$ cat src/verilog/charger_regs_pkg.sv
/*
 * Constants for the charger mode and input-limit command registers:
 * command codes, reset values, field masks, mode bit positions and
 * the layout of the synchronised sense inputs.
 * Assumes an SMBus host that uses Write-Word transactions and alert response reads.
 */
package charger_regs_pkg;

    // ----------------------------------------------------------------
    // command codes
    // ----------------------------------------------------------------
    localparam logic [7:0]  CMD_INPUT_LIMIT = 8'h3F;
    localparam logic [7:0]  CMD_MODE_WORD   = 8'h12;
    localparam logic [7:0]  CMD_CHARGE_AMPS = 8'h14;
    localparam logic [7:0]  CMD_CHARGE_VOLT = 8'h15;

    // ----------------------------------------------------------------
    // reset values and input-limit arithmetic
    // ----------------------------------------------------------------
    localparam logic [15:0] ILIM_POR        = 16'h0080;
    localparam logic [15:0] AMPS_POR        = 16'h0080;
    localparam logic [15:0] VOLTS_POR       = 16'h4B00;
    localparam logic [15:0] ZERO_WORD       = 16'h0000;
    localparam logic [15:0] ILIM_KEEP_MASK  = 16'h1F80;   // drops d0-d6, d13-d15
    localparam logic [15:0] ILIM_STEP_MASK  = 16'h1F00;   // 256 ma steps
    localparam logic [15:0] ILIM_MIN_MA     = 16'h0100;   // 256 ma
    localparam logic [15:0] ILIM_MAX_MA     = 16'h2AFC;   // 11004 ma

    // ----------------------------------------------------------------
    // mode word layout
    // ----------------------------------------------------------------
    localparam logic [15:0] MODE_IMPL_MASK  = 16'h057D;
    localparam logic [15:0] MODE_POR        = 16'h0400;
    localparam int          MB_INHIBIT      = 0;
    localparam int          MB_DEFAULTS     = 2;
    localparam int          MB_ZERO         = 3;
    localparam int          MB_MASK_ADAPTER = 4;
    localparam int          MB_MASK_PACK    = 5;
    localparam int          MB_MASK_LOSS    = 6;
    localparam int          MB_RELEARN      = 8;
    localparam int          MB_HOT_HALT     = 10;

    // ----------------------------------------------------------------
    // sense vector layout and serial link constants
    // ----------------------------------------------------------------
    localparam int          SENSE_W         = 5;
    localparam int          SN_LOSS         = 0;
    localparam int          SN_PACK         = 1;
    localparam int          SN_ADAPTER      = 2;
    localparam int          SN_ABOVE_CELLS  = 3;
    localparam int          SN_HOT_EVENT    = 4;
    localparam logic [6:0]  ALERT_ADDR      = 7'h0C;
    localparam logic [3:0]  BYTE_BITS       = 4'h8;
    localparam logic [3:0]  ONE_BIT         = 4'h1;

    typedef enum logic [2:0] {
        S_IDLE = 3'b000,
        S_ADDR = 3'b001,
        S_CMD  = 3'b010,
        S_DLO  = 3'b011,
        S_DHI  = 3'b100,
        S_TX   = 3'b101,
        S_SKIP = 3'b110
    } link_st_t;

endpackage
$ cat src/verilog/charger_mode_input_limit_regs.sv
/*
 * Write-only charger command registers behind an SMBus slave: the
 * input current limit, the mode word and the charge settings that the
 * mode word acts on, plus the interrupt line and source selection.
 * Assumes SCL/SDA and all sense inputs are asynchronous to clock;
 * SDA is open drain, resolved outside from smb_sda_oe.
 */
`timescale 1ns/1ps

// Contract
// RULE_01 - command 0x3F writes input limit word
// RULE_02 - ignore bits 0-6 and 13-15
// RULE_03 - input limit quantised to 256 ma
// RULE_04 - requests above 11.004 a clamp there
// RULE_05 - requests of 1-256 ma give 256
// RULE_06 - input limit resets to 0x0080
// RULE_07 - pack removal restores input limit default
// RULE_08 - command 0x12 writes mode word
// RULE_09 - bit 0 sets or clears inhibit flop
// RULE_10 - bit 2 restores charge defaults, clears latches
// RULE_11 - bit 3 zeroes charge current and voltage
// RULE_12 - bits 4-6 mask status change interrupts
// RULE_13 - bit 8 low: adapter feeds when above cells
// RULE_14 - bit 8 high: battery always feeds system
// RULE_15 - bit 10 defaults high, hot halts charging
// RULE_16 - hot latch cleared by defaults or removal
// RULE_17 - mode bits 0,2-6,8 zero_settings_bit
// RULE_18 - interrupt request drives line low
// RULE_19 - loss, pack, adapter changes raise interrupt
// RULE_20 - status inputs mean loss, pack, adapter
// RULE_21 - unimplemented mode bits accepted, no effect
// RULE_22 - interrupt held until alert response read
module charger_mode_input_limit_regs
    import charger_regs_pkg::*;
#(
    parameter logic [6:0] DEV_ADDR = 7'h09      // bus address, arbitrary default
) (
    input  wire logic        clock,
    input  wire logic        rst_n,
    input  wire logic        smb_scl,
    input  wire logic        smb_sda_in,
    output logic             smb_sda_out,
    output logic             smb_sda_oe,
    input  wire logic        supply_loss,
    input  wire logic        pack_present,
    input  wire logic        adapter_detected,
    input  wire logic        adapter_above_cells,
    input  wire logic        overtemp_latched_event,
    output logic             irq_n,
    output logic             source_gate_system,
    output logic             source_gate_load,
    output logic [15:0]      input_limit_ma,
    output logic [15:0]      charge_amps_code,
    output logic [15:0]      charge_volts_code,
    output logic             charge_block_ff,
    output logic             overtemp_latched,
    output logic             charge_enable,
    output logic             alarm_clear
);

    // ----------------------------------------------------------------
    // elaboration check
    // ----------------------------------------------------------------
    if (DEV_ADDR == ALERT_ADDR) begin : g_bad_addr
        $error("device address collides with alert response address");
    end

    // ----------------------------------------------------------------
    // state
    // ----------------------------------------------------------------
    typedef struct packed {
        logic [2:0]          scl_sy;
        logic [2:0]          sda_sy;
        logic [SENSE_W-1:0]  sn_s1;
        logic [SENSE_W-1:0]  sn_s2;
        logic [SENSE_W-1:0]  sn_s3;
        logic [SENSE_W-1:0]  sn;
        logic                scl;
        logic                sda;
        link_st_t            st;
        logic [3:0]          bit_cnt;
        logic [7:0]          shift;
        logic [7:0]          cmd;
        logic [7:0]          lo;
        logic                ack;
        logic                tx;
        logic                sda_drv;
        logic [15:0]         ilim_raw;
        logic [15:0]         ilim_eff;
        logic [15:0]         mode;
        logic [15:0]         amps;
        logic [15:0]         volts;
        logic                inhibit;
        logic                hot;
        logic                irq;
        logic                alarm_clr;
        logic                gate_sys;
        logic                gate_load;
        logic                chg_en;
    } state_t;

    state_t s_q;
    state_t s_d;

    logic        scl_rise;
    logic        scl_fall;
    logic        start_cond;
    logic        stop_cond;
    logic        scl_new;
    logic        sda_new;
    logic [15:0] word;
    logic [15:0] masked;
    logic [SENSE_W-1:0] sn_new;
    logic        pack_gone;
    logic        status_change;

    // ----------------------------------------------------------------
    // next state
    // ----------------------------------------------------------------
    always_comb begin
        s_d = s_q;

        // three-stage sampling; a change counts once stages 2 and 3 agree
        s_d.scl_sy = {s_q.scl_sy[1:0], smb_scl};
        s_d.sda_sy = {s_q.sda_sy[1:0], smb_sda_in};
        s_d.sn_s1  = {overtemp_latched_event, adapter_above_cells, adapter_detected,
                      pack_present, supply_loss};
        s_d.sn_s2  = s_q.sn_s1;
        s_d.sn_s3  = s_q.sn_s2;
        scl_new = (s_q.scl_sy[1] == s_q.scl_sy[2]) ? s_q.scl_sy[2] : s_q.scl;
        sda_new = (s_q.sda_sy[1] == s_q.sda_sy[2]) ? s_q.sda_sy[2] : s_q.sda;
        for (int i = 0; i < SENSE_W; i++) begin
            sn_new[i] = (s_q.sn_s2[i] == s_q.sn_s3[i]) ? s_q.sn_s3[i] : s_q.sn[i];
        end
        s_d.scl = scl_new;
        s_d.sda = sda_new;
        s_d.sn  = sn_new;

        scl_rise   = !s_q.scl && scl_new;
        scl_fall   = s_q.scl && !scl_new;
        start_cond = s_q.scl && scl_new && s_q.sda && !sda_new;
        stop_cond  = s_q.scl && scl_new && !s_q.sda && sda_new;
        word       = {s_q.shift, s_q.lo};
        s_d.alarm_clr = 1'b0;

        // serial link: receive on rising scl, drive sda after falling scl
        if (start_cond || stop_cond) begin
            s_d.st      = start_cond ? S_ADDR : S_IDLE;
            s_d.bit_cnt = 4'h0;
            s_d.ack     = 1'b0;
            s_d.tx      = 1'b0;
            s_d.sda_drv = 1'b0;
        end else if (scl_rise && !s_q.tx && !s_q.ack && s_q.bit_cnt < BYTE_BITS) begin
            s_d.shift   = {s_q.shift[6:0], sda_new};
            s_d.bit_cnt = s_q.bit_cnt + ONE_BIT;
        end else if (scl_fall && s_q.ack) begin
            // end of acknowledge slot
            s_d.ack     = 1'b0;
            s_d.sda_drv = 1'b0;
            s_d.bit_cnt = 4'h0;
            if (s_q.st == S_TX) begin
                s_d.tx      = 1'b1;
                s_d.sda_drv = ~DEV_ADDR[6];
                s_d.shift   = {DEV_ADDR[5:0], 2'b00};
                s_d.bit_cnt = ONE_BIT;
            end
        end else if (scl_fall && s_q.tx) begin
            if (s_q.bit_cnt < BYTE_BITS) begin
                s_d.sda_drv = ~s_q.shift[7];
                s_d.shift   = {s_q.shift[6:0], 1'b0};
                s_d.bit_cnt = s_q.bit_cnt + ONE_BIT;
            end else begin
                // address handed over: line released
                s_d.sda_drv = 1'b0;
                s_d.tx      = 1'b0;
                s_d.irq     = 1'b0;                                    // RULE_22
                s_d.st      = S_SKIP;
            end
        end else if (scl_fall && s_q.bit_cnt == BYTE_BITS) begin
            // whole byte in: decide on acknowledge and next step
            s_d.ack     = 1'b1;
            s_d.sda_drv = 1'b1;
            case (s_q.st)
                S_ADDR: begin
                    if (s_q.shift == {DEV_ADDR, 1'b0}) begin
                        s_d.st = S_CMD;
                    end else if (s_q.shift == {ALERT_ADDR, 1'b1} && s_q.irq) begin
                        s_d.st = S_TX;                                 // RULE_22
                    end else begin
                        s_d.ack     = 1'b0;
                        s_d.sda_drv = 1'b0;
                        s_d.st      = S_SKIP;
                    end
                end
                S_CMD: begin
                    s_d.cmd = s_q.shift;
                    s_d.st  = S_DLO;
                end
                S_DLO: begin
                    s_d.lo = s_q.shift;
                    s_d.st = S_DHI;
                end
                S_DHI: begin
                    s_d.st = S_SKIP;
                    case (s_q.cmd)
                        CMD_INPUT_LIMIT: s_d.ilim_raw = word;          // RULE_01
                        CMD_CHARGE_AMPS: s_d.amps = word;
                        CMD_CHARGE_VOLT: s_d.volts = word;
                        CMD_MODE_WORD: begin                           // RULE_08
                            s_d.mode    = word & MODE_IMPL_MASK;       // RULE_21
                            s_d.inhibit = word[MB_INHIBIT];            // RULE_09
                            if (word[MB_DEFAULTS]) begin               // RULE_10
                                s_d.volts     = VOLTS_POR;
                                s_d.amps      = AMPS_POR;
                                s_d.hot       = 1'b0;                  // RULE_16
                                s_d.alarm_clr = 1'b1;
                            end
                            if (word[MB_ZERO]) begin                   // RULE_11
                                s_d.amps  = ZERO_WORD;
                                s_d.volts = ZERO_WORD;
                            end
                        end
                        default: s_d.st = S_SKIP;
                    endcase
                end
                default: begin
                    s_d.ack     = 1'b0;
                    s_d.sda_drv = 1'b0;
                end
            endcase
        end

        // pack removal restores the limit and charge settings and clears the hot latch
        pack_gone = s_q.sn[SN_PACK] && !sn_new[SN_PACK];
        if (pack_gone) begin
            s_d.ilim_raw          = ILIM_POR;                          // RULE_07
            s_d.amps              = AMPS_POR;
            s_d.volts             = VOLTS_POR;
            s_d.hot               = 1'b0;                              // RULE_16
            s_d.alarm_clr         = 1'b1;
            s_d.mode[MB_HOT_HALT] = 1'b1;
        end

        // hot latch: the set wins over any clear in the same cycle
        if (sn_new[SN_HOT_EVENT]) begin
            s_d.hot = 1'b1;
        end

        // status edges raise the request unless masked; set beats clear
        status_change =
            ((s_q.sn[SN_ADAPTER] ^ sn_new[SN_ADAPTER]) && !s_q.mode[MB_MASK_ADAPTER]) ||
            ((s_q.sn[SN_PACK] ^ sn_new[SN_PACK]) && !s_q.mode[MB_MASK_PACK]) ||
            ((s_q.sn[SN_LOSS] ^ sn_new[SN_LOSS]) && !s_q.mode[MB_MASK_LOSS]); // RULE_12 RULE_19 RULE_20
        if (status_change) begin
            s_d.irq = 1'b1;
        end

        // effective input limit from the stored word
        masked = s_q.ilim_raw & ILIM_KEEP_MASK;                        // RULE_02
        if (s_q.ilim_raw > ILIM_MAX_MA) begin
            s_d.ilim_eff = ILIM_MAX_MA;                                // RULE_04
        end else if (masked < ILIM_MIN_MA && s_q.ilim_raw != ZERO_WORD) begin
            s_d.ilim_eff = ILIM_MIN_MA;                                // RULE_05
        end else begin
            s_d.ilim_eff = masked & ILIM_STEP_MASK;                    // RULE_03
        end

        // source selection: p-channel gates, low means conducting
        if (s_q.sn[SN_ABOVE_CELLS] && !s_q.mode[MB_RELEARN]) begin     // RULE_13
            s_d.gate_sys  = 1'b0;
            s_d.gate_load = 1'b1;
        end else begin                                                 // RULE_14
            s_d.gate_sys  = 1'b1;
            s_d.gate_load = 1'b0;
        end

        // charger runs unless inhibited or halted by the hot latch
        s_d.chg_en = !s_q.inhibit && !(s_q.hot && s_q.mode[MB_HOT_HALT]); // RULE_15

        // synchronous reset
        if (!rst_n) begin
            s_d          = '0;
            s_d.scl_sy   = 3'h7;
            s_d.sda_sy   = 3'h7;
            s_d.scl      = 1'b1;
            s_d.sda      = 1'b1;
            s_d.st       = S_IDLE;
            s_d.ilim_raw = ILIM_POR;                                   // RULE_06
            s_d.ilim_eff = ILIM_MIN_MA;
            s_d.mode     = MODE_POR;                                   // RULE_17
            s_d.amps     = AMPS_POR;
            s_d.volts    = VOLTS_POR;
            s_d.gate_sys = 1'b1;
            s_d.chg_en   = 1'b1;
        end
    end

    // ----------------------------------------------------------------
    // registers
    // ----------------------------------------------------------------
    always_ff @(posedge clock) begin
        s_q <= s_d;
    end

    // ----------------------------------------------------------------
    // outputs
    // ----------------------------------------------------------------
    assign smb_sda_out        = 1'b0;            // open drain: only pulls low
    assign smb_sda_oe         = s_q.sda_drv;
    assign irq_n              = ~s_q.irq;        // RULE_18
    assign source_gate_system = s_q.gate_sys;
    assign source_gate_load   = s_q.gate_load;
    assign input_limit_ma     = s_q.ilim_eff;
    assign charge_amps_code   = s_q.amps;
    assign charge_volts_code  = s_q.volts;
    assign charge_block_ff    = s_q.inhibit;
    assign overtemp_latched   = s_q.hot;
    assign charge_enable      = s_q.chg_en;
    assign alarm_clear        = s_q.alarm_clr;

endmodule

$ cat config.mk
export PLATFORM = sky130hd
export DESIGN_NAME = charger_mode_input_limit_regs
export DESIGN_NICKNAME = d
export VERILOG_FILES = /design/src/verilog/charger_regs_pkg.sv /design/src/verilog/charger_mode_input_limit_regs.sv
export SDC_FILE = /design/constraint.sdc
export NUM_CORES = 1
export LEC_CHECK = 0
export ABC_AREA = 1
export BUFFER_PORTS_ARGS = -buffer_cell sky130_fd_sc_hd__buf_2
export CAP_MARGIN = 25
export CORE_AREA = 5 5 107 109
export CTS_CLUSTER_DIAMETER = 200
export DETAILED_ROUTE_END_ITERATION = 16
export DIE_AREA = 0 0 112 114
export GPL_TIMING_DRIVEN = 1
export PLACE_DENSITY_LB_ADDON = 0.08
export SLEW_MARGIN = 10
export SYNTH_ARGS = -nofsm -noshare
export SYNTH_HDL_FRONTEND = slang
export SYNTH_SLANG_ARGS = --single-unit
$ cat constraint.sdc
create_clock -name clock -period 2 [get_ports clock]
set_clock_uncertainty 0.2 [all_clocks]
set_input_delay 0.4 -clock clock [delete_from_list [all_inputs] [get_ports clock]]
set_output_delay 0.4 -clock clock [all_outputs]
set_load 0.1 [all_outputs]
==> impl_results.md, run 1 <==
* CP Cell Sequence: buf_2
* Hold Slack at 0.155 ns
* CTS tree: built
* Mapped Avg Cell Area at around 7.2 um^2
* RSZ-0062 raised after global routing: true
* # diodes at 0
* Fillers at approximately 940
* Max clock buf depth at 2
* Area taken by multi-input logic gates at between 2000 and 2500 um^2
* Post-route ant nets at 0
* Slowest stage cell, crit path: buf_2
* Ys Warns at 0
* Mapped Area at 5830 um^2
* Overall routing resource usage at 0.220
* Pin count of the biggest net entering global routing at 40
* Most numerous cell in the Yosys netlist: nand2_1
* Initial Util at 0.555
* Critical path required time at between 1 and 1.5 ns
* DIE WIDTH at 112 um
* Row cnt at 38
* Full die area at about 13000 um^2
* Post-synthesis sequential element count at 128
* Gpl congestion at 0.929
* Max Cap Viol at 0
* CP Buf/Inv Count at 1
* Critical path startpoint category: flip-flop
* Clk Latency, worst-skew pair at between 0.5 and 0.6 ns
* Worst Slack Setup Final at 0.0318 ns
* WL final at between 10000 and 15000 um
* First-pass GRT wire length at 22700 um
* Num CTS Buffers at 17
* CP endpoint kind: output port
* Initial antenna violation count at 0
* Total number of vias at about 5000
* Final hold vios at 0
* Sequential share of the synthesized area at 0.440
* R2R depth at 10
* Final period util at 0.984
* PortBufs at 60
* Synth Flop Type: dfxtp_1
* Top cell type's share of synthesized area at 0.440
* Final setup fails at 0
* Vias in the first global route at 4672
* Layout cells sized above 1 at 0.192
* Total power at 5.54 mW
* Post-synth EDFFs at 0
* Leak pwr at 3.23 nW
* PD cells at 823 nW/um^2
* DR DRC count at 0
* Hold path cells at 3
* H-Tree Level Count at 4
* DP Wirelength at 9820 um
* Final slew viol count at 0
* Clk slew on worst S/H paths at 0.06 ns
* Synthesis-to-finish area growth at 15.5%
* CP max stage delay at between 0.4 and 0.5 ns
* DR WL/cell at 13.6 um
* Routed vias/inst at 4.93
* Most instantiated cells after synthesis: nand2_1 (201), dfxtp_1 (128), nor2_1 (123)
* Final Util at 0.641
* Yosys cell types at 37
* DRT iter0 DRCs at 314
* Final min period at just under 2 ns
* Drt first pass iters at 5
* Outcome: completed
* Die H at 114 um
* Synth Instances at 815
* WS Path Type: reg -> out
* Count of nets after finishing at 872
* Core Area at approximately 11000 um^2
* Worst R2R Start: s_q[114]$_SDFFE_PP0P_
* Number of cells on the critical path at 1
* Clk sinks at 128
* CTS Root Cell: clkbuf_8
* Asr flop ratio synth at 0
* Area leader, netlist: dfxtp_1
* WHS Endpoint: input_limit_ma[8]$_SDFF_PN1_
* Post-Layout Inst Area at approximately 6700 um^2
* Synth top area cells: dfxtp_1 (44%), nand2_1 (13%), nor2_1 (7.9%), buf_4 (6.8%), inv_1 (5.7%)
* Max VDD drop at 0.000471 V
* Critical R2R Capture: charge_amps_code[7]$_SDFFE_PP1P_
* Peak Freq at 0.508 GHz
* CP max FO at 3
* DP Worst Slack at -0.0212 ns
* Worst min path class: in -> reg
* DP Area at 6020 um^2
* GR Overflow Total at 0
* Hold Crit Start: rst_n
* Delay-heaviest family, CP: buffers and inverters
* Ports at 66
* Worst EP arrival at 1.37 ns
* R2R setup slack at 0.09 ns
* FF+latch area at roughly 2600 um^2
-- cell type report --
type                    instances  share of cell area
flip-flops and latches        128               0.381
multi-input cells             522               0.366
inverters                      95              0.0541
clock buffers                  19              0.0641
clock inverters                13              0.0158
well taps                     140              0.0260
repair buffers                 96              0.0936
-- power by group --
part / internal, mW / leakage, nW / switching (mW)
clock: 1.58 / 0.249 / 1.21
combinational: 0.0493 / 1.95 / 0.133
sequential: 2.57 / 1.04 / 0.0105
total: 4.19 / 3.23 / 1.35
-- sequential cells by signal, indices dropped and copies added, names as in the netlist --
name,flops
alarm_clear,1
charge_amps_code,16
charge_enable,1
charge_volts_code,16
input_limit_ma,6
masked,6
overtemp_latched,1
s_q,78
smb_sda_oe,1
source_gate_load,1
source_gate_system,1
-- metrics by stage --
step                      TNS [ns]  std cells
after floorplan                  0        819
after detailed placement   -0.0331        968
final                            0       1013
after global routing        -0.270       1013
after global placement           0        968
after CTS                        0       1007
-- cell usage in the layout, fill, tap and decap left out, types with 5 or more instances in the layout --
master / netlist / routed
dfxtp_1: 128 / 127
nor3_1: 8 / 8
nor2_1: 123 / 122
inv_2: 4 / 6
o21ai_1: 8 / 8
clkinvlp_4: 0 / 5
nand3_1: 51 / 50
buf_4: 53 / 26
a21oi_1: 53 / 53
conb_1: 1 / 5
a21oi_2: 6 / 6
nand2_4: 4 / 6
o21ai_0: 15 / 15
clkbuf_16: 0 / 17
nand4_1: 7 / 7
nand2_1: 201 / 201
inv_1: 89 / 86
buf_2: 7 / 60
dlygate4sd3_1: 0 / 7
or2_2: 7 / 7
-- repair_timing --
action | 4_1_cts | 5_1_grt
cloned | 0 | 2
setup buffers | 0 | 4
hold buffers | 7 | 0
endpoints found under the hold margin | 7 | 0
pin swaps | 1 | 3
setup endpoints to repair | 10 | 50
gates resized for setup | 1 | 10
-- routing by layer --
metal,part of all wire,global-route usage
met1,0.45,0.285
met2,0.49,0.366
met3,0.044,0.0435
met4,0.018,0.0809
met5,0,0
-- worst reg2reg max path, stage by stage (launching register included) --
cell and delay [ns]:
dfxtp_2 0.34, inv_4 0.07, ha_4 0.13, nand3_2 0.09
inv_2 0.08, nand2_4 0.08, nor2_8 0.22, nand4_4 0.21
buf_12 0.20, nand2_1 0.08, nand3_1 0.09
-- how the worst max path moves through the flow --
| stage | start | endpoint | slack, ns |
|---|---|---|---|
| after floorplan | s_q[124]$_SDFF_PN0_ | masked[11]$_SDFFE_PP0P_ | 0.24 |
| after CTS | s_q[114]$_SDFFE_PP0P_ | charge_amps_code[7]$_SDFFE_PP1P_ | 0.003 |
| after detailed placement | s_q[114]$_SDFFE_PP0P_ | s_q[74]$_SDFFE_PP0P_ | -0.02 |
| after global routing | input_limit_ma[7]$_SDFF_PN0_ | input_limit_ma[7] | -0.04 |
| after global placement | s_q[114]$_SDFFE_PP0P_ | s_q[72]$_SDFFE_PP0P_ | 0.08 |
| final | s_q[39]$_SDFFE_PN0P_ | charge_block_ff | 0.03 |
-- cells by family (layout without fill, tap and decap cells) --
group                      Yosys count  after routing  synth area share
and+or+nand+nor                    424            425             0.321
buffers and inverters              170            223             0.149
DFF                                128            128             0.440
AOI/OAI and AO/OA                   88             88            0.0816
adders and majority gates            4              4           0.00816
other                                1              5          0.000643
Power figures use the tool's default switching activity.
==> inputs of run 2 (changes only) <==
PLACE_DENSITY_LB_ADDON = 0.12   (was 0.08)
==> impl_results.md, run 2 (synthesis gave the netlist of run 1 again) <==
* Outcome: completed
* H-Tree Level Count at 4 (unchanged)
* Max Cap Viol at 0 (unchanged)
* Clk Latency, worst-skew pair at 0.52 ns (about the same)
* Routed vias/inst at 4.93 (about the same)
* Leak pwr at 3.22 nW (-0.29%)
* Number of flip-flops in the largest register at 78 (unchanged)
* Max VDD drop at 0.000675 V (+43%)
* CTS tree: built
* CP endpoint kind: output port
* WS Path Type: reg -> out
* Worst EP arrival at 1.36 ns (about the same)
* Die H at 114 um (unchanged)
* Core Area at 10500 um^2 (unchanged)
* Most frequent cells in the layout: nand2_1 (198), dfxtp_1 (127), nor2_1 (121)
* Clk slew on worst S/H paths at 0.06 ns (about the same)
* First-pass GRT wire length at 22300 um (-1.7%)
* Ports at 66 (unchanged)
* Delay-heaviest family, CP: buffers and inverters
* Worst R2R Start: s_q[114]$_SDFFE_PP0P_
* Most common cell after layout, fill and taps aside: nand2_1
* Layout cells sized above 1 at 0.191 (-0.00169)
* DIE WIDTH at 112 um (unchanged)
* DR WL/cell at 13.2 um (-2.6%)
* Synthesis-to-finish area growth at 15.2%
* Initial antenna violation count at 0 (unchanged)
* DP Wirelength at 9590 um (-2.4%)
* CP Buf/Inv Count at 1 (unchanged)
* RSZ-0062 raised after global routing: true
* CP max stage delay at 0.46 ns (about the same)
* DR DRC count at 0 (unchanged)
* Overall routing resource usage at 0.218 (-0.00225)
* Gpl congestion at 0.912 (-1.9%)
* Drt first pass iters at 5 (unchanged)
* R2R depth at 10 (unchanged)
* # diodes at 0 (unchanged)
* CP max FO at 7 (+4)
* WL final at 13300 um (-3.4%)
* Peak Freq at 0.510 GHz (+0.29%)
* Critical path startpoint category: flip-flop
* Post-route ant nets at 0 (unchanged)
* Final setup fails at 0 (unchanged)
* PortBufs at 60 (unchanged)
* Number of cells on the critical path at 1 (unchanged)
* Final min period at 1.96 ns (-0.00567 ns)
* # placed instances at 967 (-0.10%)
* Worst setup path startpoint: input_limit_ma[7]$_SDFF_PN0_
* Final slew viol count at 0 (unchanged)
* DP Worst Slack at 0.106 ns (+0.127 ns)
* Count of nets after finishing at 866 (-0.69%)
* Worst min path class: in -> reg
* Final hold vios at 0 (unchanged)
* Pin count of the biggest net entering global routing at 38 (-5.0%)
* R2R setup slack at 0.15 ns (+0.06 ns)
* Clk sinks at 128 (unchanged)
* CTS Root Cell: clkbuf_8
* PD cells at 833 nW/um^2 (+1.1%)
* CP Cell Sequence: buf_2
* Biggest register: s_q
* Max clock buf depth at 2 (unchanged)
* Critical R2R Capture: charge_volts_code[13]$_SDFFE_PP0P_
* DRT iter0 DRCs at 336 (+7.0%)
* Full die area at 12800 um^2 (unchanged)
* CP endpoint: input_limit_ma[5]
* GR Overflow Total at 0 (unchanged)
* Worst Slack Setup Final at 0.0375 ns (+0.00567 ns)
* Num CTS Buffers at 17 (unchanged)
* Total number of vias at 4957 (-0.82%)
* Critical path required time at 1.40 ns (about the same)
* Fin cells at 1005 (-0.79%)
* Row cnt at 38 (unchanged)
* Vias in the first global route at 4811 (+3.0%)
* Final period util at 0.981 (-0.00284)
* Initial Util at 0.555 (unchanged)
* Slowest stage cell, crit path: buf_2
## run 2: cell types whose count changed in the layout (fill, tap and decap cells not counted), moves of 2 or more
cell        previous run  this run
buf_4                 26        18
nand2_2                0         5
buf_12                 2         5
clkbuf_8               2         5
inv_6                  3         0
nand2_1              201       198
clkinv_2               1         3
clkinvlp_4             5         3
nand2_4                6         4
## run 2: area by class of cell
| class | instances | area (um^2) |
|---|---|---|
| flip-flops and latches | 128 | 2560 |
| multi-input cells | 521 | 2440 |
| fillers | 955 | 3790 |
| repair buffers | 91 | 619 |
| inverters | 95 | 364 |
| clock inverters | 9 | 85.1 |
| well taps | 140 | 175 |
| clock buffers | 21 | 469 |
## run 2: what timing repair did
item	in CTS	in global routing
hold endpoints to repair	7	0
resized for setup	0	15
hold buffers	7	0
buffers inserted	0	1
endpoints found under the setup margin	0	42
## run 2: worst min-delay path by stage
| stage | cells past startpoint | start | to | slack [ns] |
|---|---|---|---|---|
| floorplan | 2 | s_q[138]$_SDFF_PN0_ | s_q[133]$_SDFF_PN0_ | 0.19 |
| global placement | 2 | s_q[141]$_SDFF_PN0_ | s_q[136]$_SDFF_PN0_ | 0.19 |
| detailed placement | 2 | s_q[141]$_SDFF_PN0_ | s_q[136]$_SDFF_PN0_ | 0.20 |
| CTS | 3 | rst_n | s_q[145]$_SDFF_PN1_ | 0.15 |
| global route | 3 | rst_n | s_q[145]$_SDFF_PN1_ | 0.16 |
| finish | 3 | rst_n | s_q[145]$_SDFF_PN1_ | 0.16 |
## run 2: power breakdown
group          switching (mW)  internal (mW)
Combinational           0.133         0.0513
Sequential            0.00995           2.57
Clock                    1.07           1.76
Total                    1.21           4.38
## run 2: metrics by stage
| step | hold slack (ns) | utilization | setup TNS, ns | power (mW) | cell area [um^2] |
|---|---|---|---|---|---|
| detailed placement | 0.202 | 0.576 | 0 | 2.81 | 6050 |
| finish | 0.159 | 0.639 | 0 | 5.59 | 6720 |
| global route | 0.163 | 0.639 | -0.191 | 5.79 | 6720 |
| CTS | 0.145 | 0.635 | 0 | 5.67 | 6680 |
| floorplan | 0.190 | - | 0 | 2.77 | 5840 |
| global placement | 0.194 | 0.576 | 0 | 2.81 | 6050 |
## run 2: layer usage
layer,wire length [um],vias up,GRT usage
met5,0,-,0
met4,248,0,0.0841
met3,669,22,0.0477
met2,6440,115,0.373
met1,5910,2250,0.269
li1,-,2570,-
==> inputs of run 3 (changes only) <==
CELL_PAD_IN_SITES_DETAIL_PLACEMENT = 0   (was not set)
CELL_PAD_IN_SITES_GLOBAL_PLACEMENT = 1   (was not set)
CORE_AREA = 5 5 124 126   (was 5 5 107 109)
DIE_AREA = 0 0 129 131   (was 0 0 112 114)
==> impl_results.md, run 3 (synthesis gave the netlist of run 1 again) <==
* Sw Share at 0.223 (+0.00700)
* Setup total negative slack at 0 ns (unchanged)
* PortBufs at 60 (unchanged)
* NetSw at 1.32 mW (+9.5%)
* # diodes at 0 (unchanged)
* GR Overflow Total at 0 (unchanged)
* CP max stage delay at 0.46 ns (about the same)
* Slowest stage cell, crit path: buf_2
* CTS Root Cell: clkbuf_16
* Number of flip-flops in the largest register at 78 (unchanged)
* Outcome: completed
* CP Buf/Inv Count at 1 (unchanged)
* Delay-heaviest family, CP: buffers and inverters
* Overall routing resource usage at 0.175 (-0.0424)
* Biggest register: s_q
* DR WL/cell at 13.4 um (+1.6%)
* Layout cells sized above 1 at 0.186 (-0.00433)
* P_int at 4.61 mW (+5.1%)
* Max Cap Viol at 0 (unchanged)
* RSZ-0062 raised after global routing: false
* Clock share of power at 0.534 (+0.029)
* DP Area at 6110 um^2 (+0.99%)
* DR DRC count at 0 (unchanged)
* WS Path Type: reg -> out
* Pin count of the biggest net entering global routing at 33 (-13%)
* Seq pwr share at 0.435 (-0.027)
* Final hold vios at 0 (unchanged)
* CTS tree: built
* PD cells at 873 nW/um^2 (+4.8%)
* Setup Fix Bufs, Post-CTS at 0 (unchanged)
* Total power at 5.93 mW (+6.0%)
* WL final at 14100 um (+6.5%)
* First-pass GRT wire length at 23100 um (+3.4%)
* Final slew viol count at 0 (unchanged)
* Clk slew on worst S/H paths at 0.06 ns (about the same)
* DIE WIDTH at 129 um (+15%)
* CP Cell Sequence: buf_2
* Core Area at 14200 um^2 (+35%)
* CP endpoint kind: output port
* Max VDD drop at 0.000596 V (-12%)
* Total number of vias at 4961 (+0.081%)
* H-Tree Level Count at 4 (unchanged)
* Fillers at 1458 (+53%)
* Final min period at 1.87 ns (-0.0905 ns)
* Clk Latency, worst-skew pair at 0.42 ns (-0.10 ns)
* Worst EP arrival at 1.27 ns (-0.09 ns)
* Final period util at 0.936 (-0.0453)
* R2R setup slack at 0.14 ns (about the same)
* Final setup fails at 0 (unchanged)
* DRT iter0 DRCs at 263 (-22%)
* Initial Util at 0.410 (-0.144)
* Routed vias/inst at 4.71 (-4.5%)
* Combinational fraction of design power at 0.031 (-0.002)
* Vias in the first global route at 4729 (-1.7%)
* Most frequent cells in the layout: nand2_1 (200), dfxtp_1 (128), nor2_1 (122)
* Die H at 131 um (+15%)
* DP Wirelength at 10400 um (+8.1%)
* Leak pwr at 3.24 nW (+0.41%)
* Count of nets after finishing at 869 (+0.35%)
* Num CTS Buffers at 17 (unchanged)
* Initial antenna violation count at 0 (unchanged)
* Critical path startpoint category: flip-flop
* Worst min path class: reg -> reg
* Post-Layout Inst Area at 6790 um^2 (+1.2%)
* Most common cell after layout, fill and taps aside: nand2_1
* Max clock buf depth at 2 (unchanged)
* Drt first pass iters at 5 (unchanged)
* Post-route ant nets at 0 (unchanged)
* Gpl congestion at 0.824 (-9.7%)
* Peak Freq at 0.534 GHz (+4.8%)
* Ports at 66 (unchanged)
* Critical path required time at 1.40 ns (about the same)
* Full die area at 16900 um^2 (+32%)
* Row cnt at 44 (+16%)
* Clk sinks at 128 (unchanged)
* Synthesis-to-finish area growth at 16.6%
* CP max FO at 7 (unchanged)
run 3: area by class of cell:
cell class	count	area (um^2)	share of cell area
inverters	95	362	0.0532
clock buffers	18	439	0.0646
multi-input cells	521	2420	0.357
well taps	184	230	0.0339
flip-flops and latches	128	2560	0.377
clock inverters	13	165	0.0243
repair buffers	94	611	0.0899
run 3: power groups by stage:
stage               combinational (mW)  sequential [mW]  clock (mW)
floorplan                        0.137             2.64           0
global placement                 0.174             2.64           0
detailed placement               0.174             2.64           0
CTS                              0.185             2.58        3.23
global route                     0.204             2.58        3.34
finish                           0.183             2.58        3.17
run 3: routing by layer:
metal	wire (um)	vias to the layer above	track usage
met5	0	-	0
met4	151	0	0.0568
met2	6740	93	0.291
met3	576	15	0.0500
met1	6660	2270	0.220
li1	-	2583	-
run 3: per-stage QoR:
| step | instances | setup slack [ns] | utilization | hold WS [ns] |
|---|---|---|---|---|
| after global routing | 1053 | 0.0290 | 0.478 | 0.226 |
| after global placement | 1015 | 0.121 | 0.430 | 0.194 |
| after detailed placement | 1015 | 0.0845 | 0.430 | 0.200 |
| after floorplan | 819 | 0.236 | - | 0.190 |
| after CTS | 1053 | 0.0835 | 0.478 | 0.214 |
| final | 1053 | 0.128 | 0.478 | 0.211 |
run 3: worst paths after layout:
check / startpoint / end / cells after the start
worst max-delay path: input_limit_ma[7]$_SDFF_PN0_ / input_limit_ma[6] / 1
worst min-delay path: s_q[138]$_SDFF_PN0_ / s_q[133]$_SDFF_PN0_ / 2
worst min register to register: s_q[138]$_SDFF_PN0_ / s_q[133]$_SDFF_PN0_ / 2
worst max register to register: s_q[114]$_SDFFE_PP0P_ / s_q[72]$_SDFFE_PP0P_ / 10
run 3: timing repair:
action                                  CTS  global route
gates resized for setup                   0             5
hold endpoints to repair                  7             0
endpoints found under the setup margin    0            14
hold buffers                              7             0
